--- src/adcc_pkg.sv ---
// Shared constants for the converter control block
`default_nettype none

package adcc_pkg;

  // ----------------------------------------
  // Register offsets on the plain bus
  // ----------------------------------------
  localparam logic [15:0] ADCC_OFS_CTRL_A  = 16'h001C;
  localparam logic [15:0] ADCC_OFS_TIMING  = 16'h001D;
  localparam logic [15:0] ADCC_OFS_STATUS  = 16'h001E;
  localparam logic [15:0] ADCC_OFS_UPPER   = 16'h001F;

  // ----------------------------------------
  // Field positions
  // ----------------------------------------
  localparam int ADCC_CA_TRIG_BIT   = 7;
  localparam int ADCC_CA_MODE_HI    = 6;
  localparam int ADCC_CA_MODE_LO    = 5;
  localparam int ADCC_CA_GATE_BIT   = 4;
  localparam int ADCC_CA_CHAN_HI    = 3;
  localparam int ADCC_TC_LADDER_BIT = 5;
  localparam int ADCC_TC_TIME_HI    = 3;
  localparam int ADCC_TC_TIME_LO    = 1;
  localparam int ADCC_TC_STORE_HI   = 5;

  // ----------------------------------------
  // Reset values
  // ----------------------------------------
  localparam logic [7:0] ADCC_CTRL_A_RST = 8'h00;
  localparam logic [5:0] ADCC_TIMING_RST = 6'h00;
  localparam logic [7:0] ADCC_RD_IDLE    = 8'h00;

  // ----------------------------------------
  // Operating modes
  // ----------------------------------------
  localparam logic [1:0] ADCC_MODE_OFF    = 2'h0;
  localparam logic [1:0] ADCC_MODE_SINGLE = 2'h1;
  localparam logic [1:0] ADCC_MODE_REPEAT = 2'h3;

  // ----------------------------------------
  // Conversion time, in clock periods
  // ----------------------------------------
  localparam int ADCC_TIME_0_PERIODS = 39;
  localparam int ADCC_TIME_2_PERIODS = 78;
  localparam int ADCC_TIME_3_PERIODS = 156;
  localparam int ADCC_TIME_4_PERIODS = 312;
  localparam int ADCC_TIME_5_PERIODS = 624;
  localparam int ADCC_TIME_6_PERIODS = 1248;

  // Three sample steps then ten bit steps
  localparam int          ADCC_CONV_STEPS   = 13;
  localparam logic [3:0]  ADCC_SAMPLE_LAST  = 4'h2;
  localparam logic [3:0]  ADCC_STEP_LAST    = 4'hC;
  localparam logic [9:0]  ADCC_SAR_FIRST    = 10'h200;

  // Step length per time code; reserved codes fall back to neighbours
  function automatic logic [6:0] adcc_step_len(input logic [2:0] code);
    logic [6:0] len;
    len = 7'(ADCC_TIME_0_PERIODS / ADCC_CONV_STEPS);
    case (code)
      3'h2: len = 7'(ADCC_TIME_2_PERIODS / ADCC_CONV_STEPS);
      3'h3: len = 7'(ADCC_TIME_3_PERIODS / ADCC_CONV_STEPS);
      3'h4: len = 7'(ADCC_TIME_4_PERIODS / ADCC_CONV_STEPS);
      3'h5: len = 7'(ADCC_TIME_5_PERIODS / ADCC_CONV_STEPS);
      3'h6: len = 7'(ADCC_TIME_6_PERIODS / ADCC_CONV_STEPS);
      3'h7: len = 7'(ADCC_TIME_6_PERIODS / ADCC_CONV_STEPS);
      default: len = 7'(ADCC_TIME_0_PERIODS / ADCC_CONV_STEPS);
    endcase
    return len;
  endfunction

  // Conversion sequencer states, Gray along the single-conversion path
  typedef enum logic [1:0] {
    ADCC_ST_IDLE    = 2'h0,
    ADCC_ST_SAMPLE  = 2'h1,
    ADCC_ST_CONVERT = 2'h3,
    ADCC_ST_STORE   = 2'h2
  } adcc_state_e;

endpackage

`default_nettype wire

--- src/adcc_control.sv ---
// Converter control: registers, sequencer and analog-side controls
//
// The strobed register port was chosen for this implementation.
`default_nettype none

module adcc_control
  import adcc_pkg::*;
(
  // Clock and reset
  input  wire logic        ref_clk_in,
  input  wire logic        rst_in,
  // Register bus
  input  wire logic [15:0] reg_addr_in,
  input  wire logic [7:0]  reg_wdata_in,
  input  wire logic        reg_wr_in,
  input  wire logic        reg_rd_in,
  output logic [7:0]       reg_rdata_out,
  // Power mode
  input  wire logic        low_power_in,
  // Analog side
  input  wire logic        cmp_high_in,
  output logic [3:0]       channel_select_out,
  output logic             analog_input_gate_out,
  output logic             ladder_connect_out,
  output logic             sample_hold_out,
  output logic [9:0]       dac_code_out,
  // Completion event
  output logic             conv_done_irq_out
);

  // ----------------------------------------
  // Storage
  // ----------------------------------------
  logic        conv_trigger;
  logic [1:0]  conv_op_mode;
  logic        analog_input_gate;
  logic [3:0]  channel_select;
  logic [5:0]  timing_store;
  logic        conv_done_flag;
  logic [9:0]  result;
  logic        cmp_meta;
  logic        cmp_sync;
  adcc_state_e state;
  adcc_state_e next_state;

  // Timer and SAR links
  logic        step_pulse;
  logic        last_pulse;
  logic [3:0]  step_idx;
  logic [9:0]  sar_code;

  // ----------------------------------------
  // Address decode and field views
  // ----------------------------------------
  wire logic hit_ctrl_a = (reg_addr_in == ADCC_OFS_CTRL_A);
  wire logic hit_timing = (reg_addr_in == ADCC_OFS_TIMING);
  wire logic hit_status = (reg_addr_in == ADCC_OFS_STATUS);
  wire logic hit_upper  = (reg_addr_in == ADCC_OFS_UPPER);

  // Writes are blocked while a low-power mode holds the block
  wire logic wr_ctrl_a  = reg_wr_in && hit_ctrl_a && !low_power_in;
  wire logic wr_timing  = reg_wr_in && hit_timing && !low_power_in;
  wire logic rd_upper   = reg_rd_in && hit_upper;

  wire logic       ladder_connect = timing_store[ADCC_TC_LADDER_BIT];
  wire logic [2:0] time_code      = timing_store[ADCC_TC_TIME_HI:ADCC_TC_TIME_LO];
  wire logic [6:0] step_len       = adcc_step_len(time_code);

  // Single and repeat are the only modes that convert
  wire logic mode_single = (conv_op_mode == ADCC_MODE_SINGLE);
  wire logic mode_repeat = (conv_op_mode == ADCC_MODE_REPEAT);
  wire logic mode_active = mode_single || mode_repeat;

  // ----------------------------------------
  // Sequencer decode
  // ----------------------------------------
  wire logic conv_busy_flag = (state != ADCC_ST_IDLE);
  wire logic abort_conv     = low_power_in || !mode_active;
  wire logic start_first    = (state == ADCC_ST_IDLE) && conv_trigger && !abort_conv;
  wire logic store_now      = (state == ADCC_ST_STORE) && !abort_conv;
  wire logic start_repeat   = store_now && mode_repeat;
  wire logic start_conv     = start_first || start_repeat;
  wire logic timer_run      = (state == ADCC_ST_SAMPLE) || (state == ADCC_ST_CONVERT);
  wire logic sar_decide     = step_pulse && (state == ADCC_ST_CONVERT);
  wire logic [3:0] bit_pos  = ADCC_STEP_LAST - step_idx;

  // Done flag: a completion wins over a clear in the same cycle
  wire logic done_clear     = rd_upper || start_conv;
  wire logic next_done      = store_now || (conv_done_flag && !done_clear);

  // Outside low power the ladder joins while converting, or always when asked
  wire logic next_ladder    = !low_power_in && (ladder_connect || start_conv ||
                              (conv_busy_flag && !abort_conv));

  // ----------------------------------------
  // Read data
  // ----------------------------------------
  wire logic [7:0] rd_ctrl_a = {conv_trigger, conv_op_mode, analog_input_gate, channel_select};
  wire logic [7:0] rd_timing = {2'h0, timing_store};
  wire logic [7:0] rd_status = {result[1:0], conv_done_flag, conv_busy_flag, 4'h0};
  wire logic [7:0] rd_upper_v = result[9:2];

  wire logic [7:0] next_rdata =
    !reg_rd_in ? ADCC_RD_IDLE :
    hit_ctrl_a ? rd_ctrl_a :
    hit_timing ? rd_timing :
    hit_status ? rd_status :
    hit_upper  ? rd_upper_v : ADCC_RD_IDLE;

  // ----------------------------------------
  // Comparator synchroniser
  // ----------------------------------------

  // Comparator comes from the analog domain
  always_ff @(posedge ref_clk_in or posedge rst_in) begin
    if (rst_in) begin
      cmp_meta <= 1'b0;
      cmp_sync <= 1'b0;
    end else begin
      cmp_meta <= cmp_high_in;
      cmp_sync <= cmp_meta;
    end
  end

  // ----------------------------------------
  // Control register A
  // ----------------------------------------

  // Fields and trigger; low power returns everything to reset value
  always_ff @(posedge ref_clk_in or posedge rst_in) begin
    if (rst_in) begin
      {conv_trigger, conv_op_mode, analog_input_gate, channel_select} <= ADCC_CTRL_A_RST;
    end else if (low_power_in) begin
      {conv_trigger, conv_op_mode, analog_input_gate, channel_select} <= ADCC_CTRL_A_RST;
    end else if (wr_ctrl_a) begin
      conv_trigger      <= reg_wdata_in[ADCC_CA_TRIG_BIT];
      conv_op_mode      <= reg_wdata_in[ADCC_CA_MODE_HI:ADCC_CA_MODE_LO];
      analog_input_gate <= reg_wdata_in[ADCC_CA_GATE_BIT];
      channel_select    <= reg_wdata_in[ADCC_CA_CHAN_HI:0];
    end else if (start_first) begin
      conv_trigger      <= 1'b0;
    end
  end

  // ----------------------------------------
  // Timing control register
  // ----------------------------------------

  // Low six bits stored as written; top two are not kept
  always_ff @(posedge ref_clk_in or posedge rst_in) begin
    if (rst_in) begin
      timing_store <= ADCC_TIMING_RST;
    end else if (low_power_in) begin
      timing_store <= ADCC_TIMING_RST;
    end else if (wr_timing) begin
      timing_store <= reg_wdata_in[ADCC_TC_STORE_HI:0];
    end
  end

  // ----------------------------------------
  // Sequencer
  // ----------------------------------------

  // Next state: sample, convert ten bits, store, then stop or repeat
  always_comb begin
    next_state = state;
    unique case (state)
      ADCC_ST_IDLE: begin
        if (start_first) begin
          next_state = ADCC_ST_SAMPLE;
        end
      end
      ADCC_ST_SAMPLE: begin
        if (step_pulse && step_idx == ADCC_SAMPLE_LAST) begin
          next_state = ADCC_ST_CONVERT;
        end
      end
      ADCC_ST_CONVERT: begin
        if (last_pulse) begin
          next_state = ADCC_ST_STORE;
        end
      end
      ADCC_ST_STORE: begin
        next_state = mode_repeat ? ADCC_ST_SAMPLE : ADCC_ST_IDLE;
      end
    endcase
    if (abort_conv) begin
      next_state = ADCC_ST_IDLE;
    end
  end

  // State register
  always_ff @(posedge ref_clk_in or posedge rst_in) begin
    if (rst_in) begin
      state <= ADCC_ST_IDLE;
    end else begin
      state <= next_state;
    end
  end

  // ----------------------------------------
  // Result and done flag
  // ----------------------------------------

  // Result kept until the next completed conversion; low power clears it
  always_ff @(posedge ref_clk_in or posedge rst_in) begin
    if (rst_in) begin
      result         <= 10'h000;
      conv_done_flag <= 1'b0;
    end else if (low_power_in) begin
      result         <= 10'h000;
      conv_done_flag <= 1'b0;
    end else begin
      conv_done_flag <= next_done;
      if (store_now) begin
        result <= sar_code;
      end
    end
  end

  // ----------------------------------------
  // Output registers
  // ----------------------------------------

  // Bus read data stands one cycle after the strobe
  always_ff @(posedge ref_clk_in or posedge rst_in) begin
    if (rst_in) begin
      reg_rdata_out <= ADCC_RD_IDLE;
    end else begin
      reg_rdata_out <= next_rdata;
    end
  end

  // Analog controls and completion pulse
  always_ff @(posedge ref_clk_in or posedge rst_in) begin
    if (rst_in) begin
      channel_select_out    <= 4'h0;
      analog_input_gate_out <= 1'b0;
      ladder_connect_out    <= 1'b0;
      sample_hold_out       <= 1'b0;
      conv_done_irq_out     <= 1'b0;
    end else begin
      channel_select_out    <= channel_select;
      analog_input_gate_out <= analog_input_gate;
      ladder_connect_out    <= next_ladder;
      sample_hold_out       <= (next_state == ADCC_ST_SAMPLE);
      conv_done_irq_out     <= store_now;
    end
  end

  // Trial code leaves straight from the SAR register; an extra stage would
  // leave the synchronised comparator answer stale at the shortest step length
  assign dac_code_out = sar_code;

  // ----------------------------------------
  // Submodules
  // ----------------------------------------

  // Paces thirteen steps of step_len clocks each
  adcc_step_timer u_timer (
    .ref_clk_in   (ref_clk_in),
    .rst_in       (rst_in),
    .start_in     (start_conv),
    .run_in       (timer_run),
    .step_len_in  (step_len),
    .step_out     (step_pulse),
    .last_out     (last_pulse),
    .step_idx_out (step_idx)
  );

  // Bit decisions use the synchronised comparator
  adcc_sar u_sar (
    .ref_clk_in  (ref_clk_in),
    .rst_in      (rst_in),
    .clear_in    (start_conv),
    .decide_in   (sar_decide),
    .bit_pos_in  (bit_pos),
    .cmp_high_in (cmp_sync),
    .code_out    (sar_code)
  );

endmodule

`default_nettype wire

--- src/adcc_sar.sv ---
// Successive approximation register driving the ladder code
`default_nettype none

module adcc_sar
  import adcc_pkg::*;
(
  // Clock and reset
  input  wire logic       ref_clk_in,
  input  wire logic       rst_in,
  // Control
  input  wire logic       clear_in,
  input  wire logic       decide_in,
  input  wire logic [3:0] bit_pos_in,
  input  wire logic       cmp_high_in,
  // Trial code
  output logic [9:0]      code_out
);

  logic [9:0] next_code;

  // Keep or drop the trial bit, then try the next lower one
  always_comb begin
    next_code = code_out;
    if (clear_in) begin
      next_code = ADCC_SAR_FIRST;
    end else if (decide_in) begin
      next_code[bit_pos_in] = cmp_high_in;
      if (bit_pos_in != 4'h0) begin
        next_code[bit_pos_in - 4'h1] = 1'b1;
      end
    end
  end

  // Code register
  always_ff @(posedge ref_clk_in or posedge rst_in) begin
    if (rst_in) begin
      code_out <= ADCC_SAR_FIRST;
    end else begin
      code_out <= next_code;
    end
  end

endmodule

`default_nettype wire

--- src/adcc_step_timer.sv ---
// Step timer pacing the sample and bit-decision steps
`default_nettype none

module adcc_step_timer
  import adcc_pkg::*;
(
  // Clock and reset
  input  wire logic       ref_clk_in,
  input  wire logic       rst_in,
  // Control
  input  wire logic       start_in,
  input  wire logic       run_in,
  input  wire logic [6:0] step_len_in,
  // Step events
  output logic            step_out,
  output logic            last_out,
  output logic [3:0]      step_idx_out
);

  logic [6:0] cyc;
  logic [3:0] idx;

  // ----------------------------------------
  // Step end decode
  // ----------------------------------------
  wire logic step_end = run_in && !start_in && (cyc == step_len_in - 7'h01);
  wire logic seq_end  = step_end && (idx == ADCC_STEP_LAST);

  // Cycle and step counters, restarted by start
  always_ff @(posedge ref_clk_in or posedge rst_in) begin
    if (rst_in) begin
      cyc <= 7'h00;
      idx <= 4'h0;
    end else if (start_in || !run_in || step_end) begin
      cyc <= 7'h00;
      idx <= (start_in || !run_in || seq_end) ? 4'h0 : idx + 4'h1;
    end else begin
      cyc <= cyc + 7'h01;
    end
  end

  // One-cycle events naming the step that just ended
  always_ff @(posedge ref_clk_in or posedge rst_in) begin
    if (rst_in) begin
      step_out     <= 1'b0;
      last_out     <= 1'b0;
      step_idx_out <= 4'h0;
    end else begin
      step_out     <= step_end;
      last_out     <= seq_end;
      step_idx_out <= idx;
    end
  end

endmodule

`default_nettype wire
--- config.mk ---
export PLATFORM = sky130hd
export DESIGN_NAME = adcc_control
export DESIGN_NICKNAME = d
export VERILOG_FILES = /design/src/adcc_pkg.sv /design/src/adcc_control.sv /design/src/adcc_sar.sv /design/src/adcc_step_timer.sv
export SDC_FILE = /design/constraint.sdc
export NUM_CORES = 1
export LEC_CHECK = 0
export BUFFER_PORTS_ARGS = -buffer_cell sky130_fd_sc_hd__buf_4
export CAP_MARGIN = 20
export CORE_MARGIN = 1.5
export CORE_UTILIZATION = 45
export CTS_CLUSTER_DIAMETER = 30
export DETAILED_ROUTE_END_ITERATION = 16
export GPL_TIMING_DRIVEN = 0
export PLACE_DENSITY = 0.71
export SKIP_LAST_GASP = 1
export SLEW_MARGIN = 20
export SYNTH_ARGS = -nofsm -noshare
export SYNTH_HDL_FRONTEND = slang
export SYNTH_SLANG_ARGS = --single-unit
--- constraint.sdc ---
create_clock -name ref_clk_in -period 2.05 [get_ports ref_clk_in]
set_input_delay 0.41 -clock ref_clk_in [delete_from_list [all_inputs] [get_ports ref_clk_in]]
set_output_delay 0.41 -clock ref_clk_in [all_outputs]
set_load 0.005 [all_outputs]
==> flow_metrics.tcl <==
set metrics [dict create \
    core_area_sq_mm 0.00729 \
    setup_viol 1 \
    portBuffers 54 \
    dieWidth_um 90.0 \
    totalWireLength_mm 7.63 \
    hold_ws_ns 0.0744 \
    ys_async_sr_fraction_pct 100 \
    relSlewSlack_pct 48.4 \
    grt_pass1_wl_mm 13.4 \
    status "finished with violations" \
    worst_ir_drop_vdd_mv 0.352 \
    dr.first_iter.drc_count 137 \
    worstSetupEndpointType "register" \
    path_class "reg2reg" \
    die_area_sq_mm 0.00810 \
    avgSynthCellArea_sq_um 10.1 \
    final_nets 448 \
    vias 2736 \
    seq_area_frac_synth_pct 53.0 \
    dp_cells 492 \
    p_leak_nw 2.01 \
    ys.flop_type "dfrtp_1" \
    slew_violations 0 \
    switching_share_pct 23.0 \
    synthTopCellsByArea "dfrtp_1 (52%), mux2i_1 (7.1%), nor2_1 (4.4%), nand2_1 (4.2%), o21ai_0 (2.1%)" \
    netSwitchingPower_uw 621 \
    fmax_mhz 486 \
    dieHeight_um 90.0 \
    worstPathArrival_ns 2.29 \
    cp-start-kind "register" \
    netlist.area_leader.share_pct 52.2 \
    htree_levels 3 \
    pwr-share-comb_pct 4.2 \
    grt_start_max_net_pins 30 \
    io_pins 56 \
    tns_ns -0.00936 \
    num_rows 31 \
    finalCritPeriodShare_pct 100 \
    final_area_sq_mm 0.00441 \
    power.density_mw_per_mm2 612 \
    clock_sinks 72 \
    drv_cap 0 \
    gp_congestion 0.827 \
    drt_drc_violations_left 0 \
    synth-edff-count 0 \
    p_int_mw 2.08 \
    overflow 0 \
    postCtsHoldBufs 0 \
    hold_viol_final 0 \
    syn_inst 337 \
    ys_ff_latch 72 \
    final.setup.worst_slack_ns -0.00936 \
    dp_hpwl_mm 5.42 \
    violations "setup timing" \
    tightest_slew_ns 0.768 \
    cp_max_fo 5 \
    clock_path_buffers 2 \
    initial_utilization_pct 46.7 \
    track_usage_pct 20.7 \
    antenna_found_initial 0 \
    yosysWarningCount 0 \
    syn-cell-area_sq_mm 0.00340 \
    required_ns 2.28 \
    dr.pass1.iters 4 \
    ys_types 54 \
    routedWlPerCell_um 14.7 \
    grt_pass1_vias 2783 \
    antenna_left 0 \
    post-place-ws_ns -0.279 \
    synth_fp_nets 371 \
    post_drt_via_cell_ratio 5.28 \
    min_period_ns 2.06 \
    area_growth_pct 29.4 \
    rsz0062_at_grt "yes" \
    finClkSkew_ns 0.0141 \
    p_seq_share_pct 52.7 \
    clkPwrFrac_pct 43.1 \
    placed_area_sq_mm 0.00403 \
    path_clk_slew_ns 0.09 \
    cts_tree "yes" \
    cts_made_buffers 9 \
    diodes 0 \
    min_path_type "in2async" \
    clk_latency_ns 0.35 \
    fin_cells 518 \
    cts_root_buf "clkbuf_8" \
    drive_above_1_share_pct 27.0 \
    synth_area_leader_cell "dfrtp_1" \
]
[registers in the layout, indices dropped and copies added, names as in the netlist, 2 cells and up]
name	cells
u_timer.idx	4
u_timer.cyc	7
channel_select	4
state	2
u_sar.code_out	10
timing_store	6
conv_op_mode	2
reg_rdata_out	8
result	10
channel_select_out	4
u_timer.step_idx_out	4
[logic make-up (layout without fill, tap and decap cells)]
family,Yosys count,count (layout),synth area share [%]
compound gates,58,58,11.4
xor+xnor,9,9,2.32
mux,24,24,7.06
flops,72,72,53.0
buf+inv,29,111,3.60
simple gates,141,141,21.2
fa+ha+maj,4,4,1.47
[stage by stage]
step | utilization, % | total power, mW
5_1_grt | 60.4 | 2.80
4_1_cts | 59.5 | 2.72
3_5_place_dp | 55.3 | 1.56
6_report | 60.4 | 2.70
2_1_floorplan | - | 1.50
3_3_place_gp | 54.7 | 1.55
[critical path, stage by stage, from the launching register on]
cell,delay [ns]
dfrtp_2,0.44
buf_6,0.12
a21o_1,0.17
ha_4,0.18
nor4bb_4,0.15
or2_4,0.22
o211ai_1,0.15
buf_4,0.19
a41oi_2,0.12
o21a_1,0.19
[power by group through the flow]
stage	Clock, mW	Combinational [mW]	Sequential [mW]
2_1_floorplan	0	0.0452	1.45
4_1_cts	1.19	0.115	1.42
6_report	1.16	0.112	1.42
3_3_place_gp	0	0.103	1.45
3_5_place_dp	0	0.115	1.45
5_1_grt	1.26	0.125	1.42
[cell usage after synthesis, types with 4 or more instances]
master / number
inv_1: 12
nand3_1: 11
a31oi_1: 9
nand2_1: 38
mux2i_1: 24
ha_1: 4
nor2_1: 40
a22oi_1: 4
dfrtp_1: 71
and2_1: 5
xnor2_1: 6
a21oi_1: 8
clkbuf_1: 13
a311oi_1: 5
nor2b_1: 8
o21ai_0: 14
nand2b_1: 6
nor3_1: 10
[cell usage in the layout (no fill, tap or decap), drive strengths merged, types with 3 or more instances in the layout]
cell type	count
a31oi	9
nand2	38
ha	4
nor2	40
nand3	11
a22oi	4
xnor2	6
nor3	11
nor2b	8
clkbuf	24
a311oi	5
or3	3
o21ai	14
or2	3
nand2b	6
xor2	3
a21oi	8
and2	5
buf	70
inv	12
dfrtp	71
mux2i	24
[worst paths after layout]
| check | startpoint | to | slack (ns) | cells past startpoint |
|---|---|---|---|---|
| worst max-delay path | timing_store[3] | u_timer.idx[3] | -0.009 | 9 |
| worst min-delay path | rst_in | channel_select_out[1] | 0.07 | 2 |
| worst max register to register | timing_store[3] | u_timer.idx[3] | -0.009 | 9 |
| worst min register to register | cmp_meta | cmp_sync | 0.35 | 0 |
| max in group asynchronous | rst_in | u_sar.code_out[9] | 1.41 | 3 |
| min in group ref_clk_in | cmp_high_in | cmp_meta | 0.17 | 1 |
[area by class of cell]
cell class	instances	area, sq um
Fill cell	614	2890
Sequential cell	72	1800
Multi-Input combinational cell	236	1600
Timing Repair Buffer	66	537
Clock buffer	11	141
Tap cell	99	124
Buffer	17	90.1
Clock inverter	5	63.8
Inverter	12	48.8
[routing by layer]
metal	vias to the layer above	wire [um]	track usage, %
met1	1331	3380	26.1
li1	1334	-	-
met2	57	3770	34.7
met3	14	291	4.40
met4	0	190	8.33
met5	-	0	0
[timing repair]
action / 4_1_cts / 5_1_grt
gates cloned: 0 / 0
gates resized for setup: 8 / 6
setup endpoints to repair: 13 / 13
buffers inserted: 7 / 3
pin swaps: 7 / 1
No activity file was read; power rests on OpenSTA's default activity.
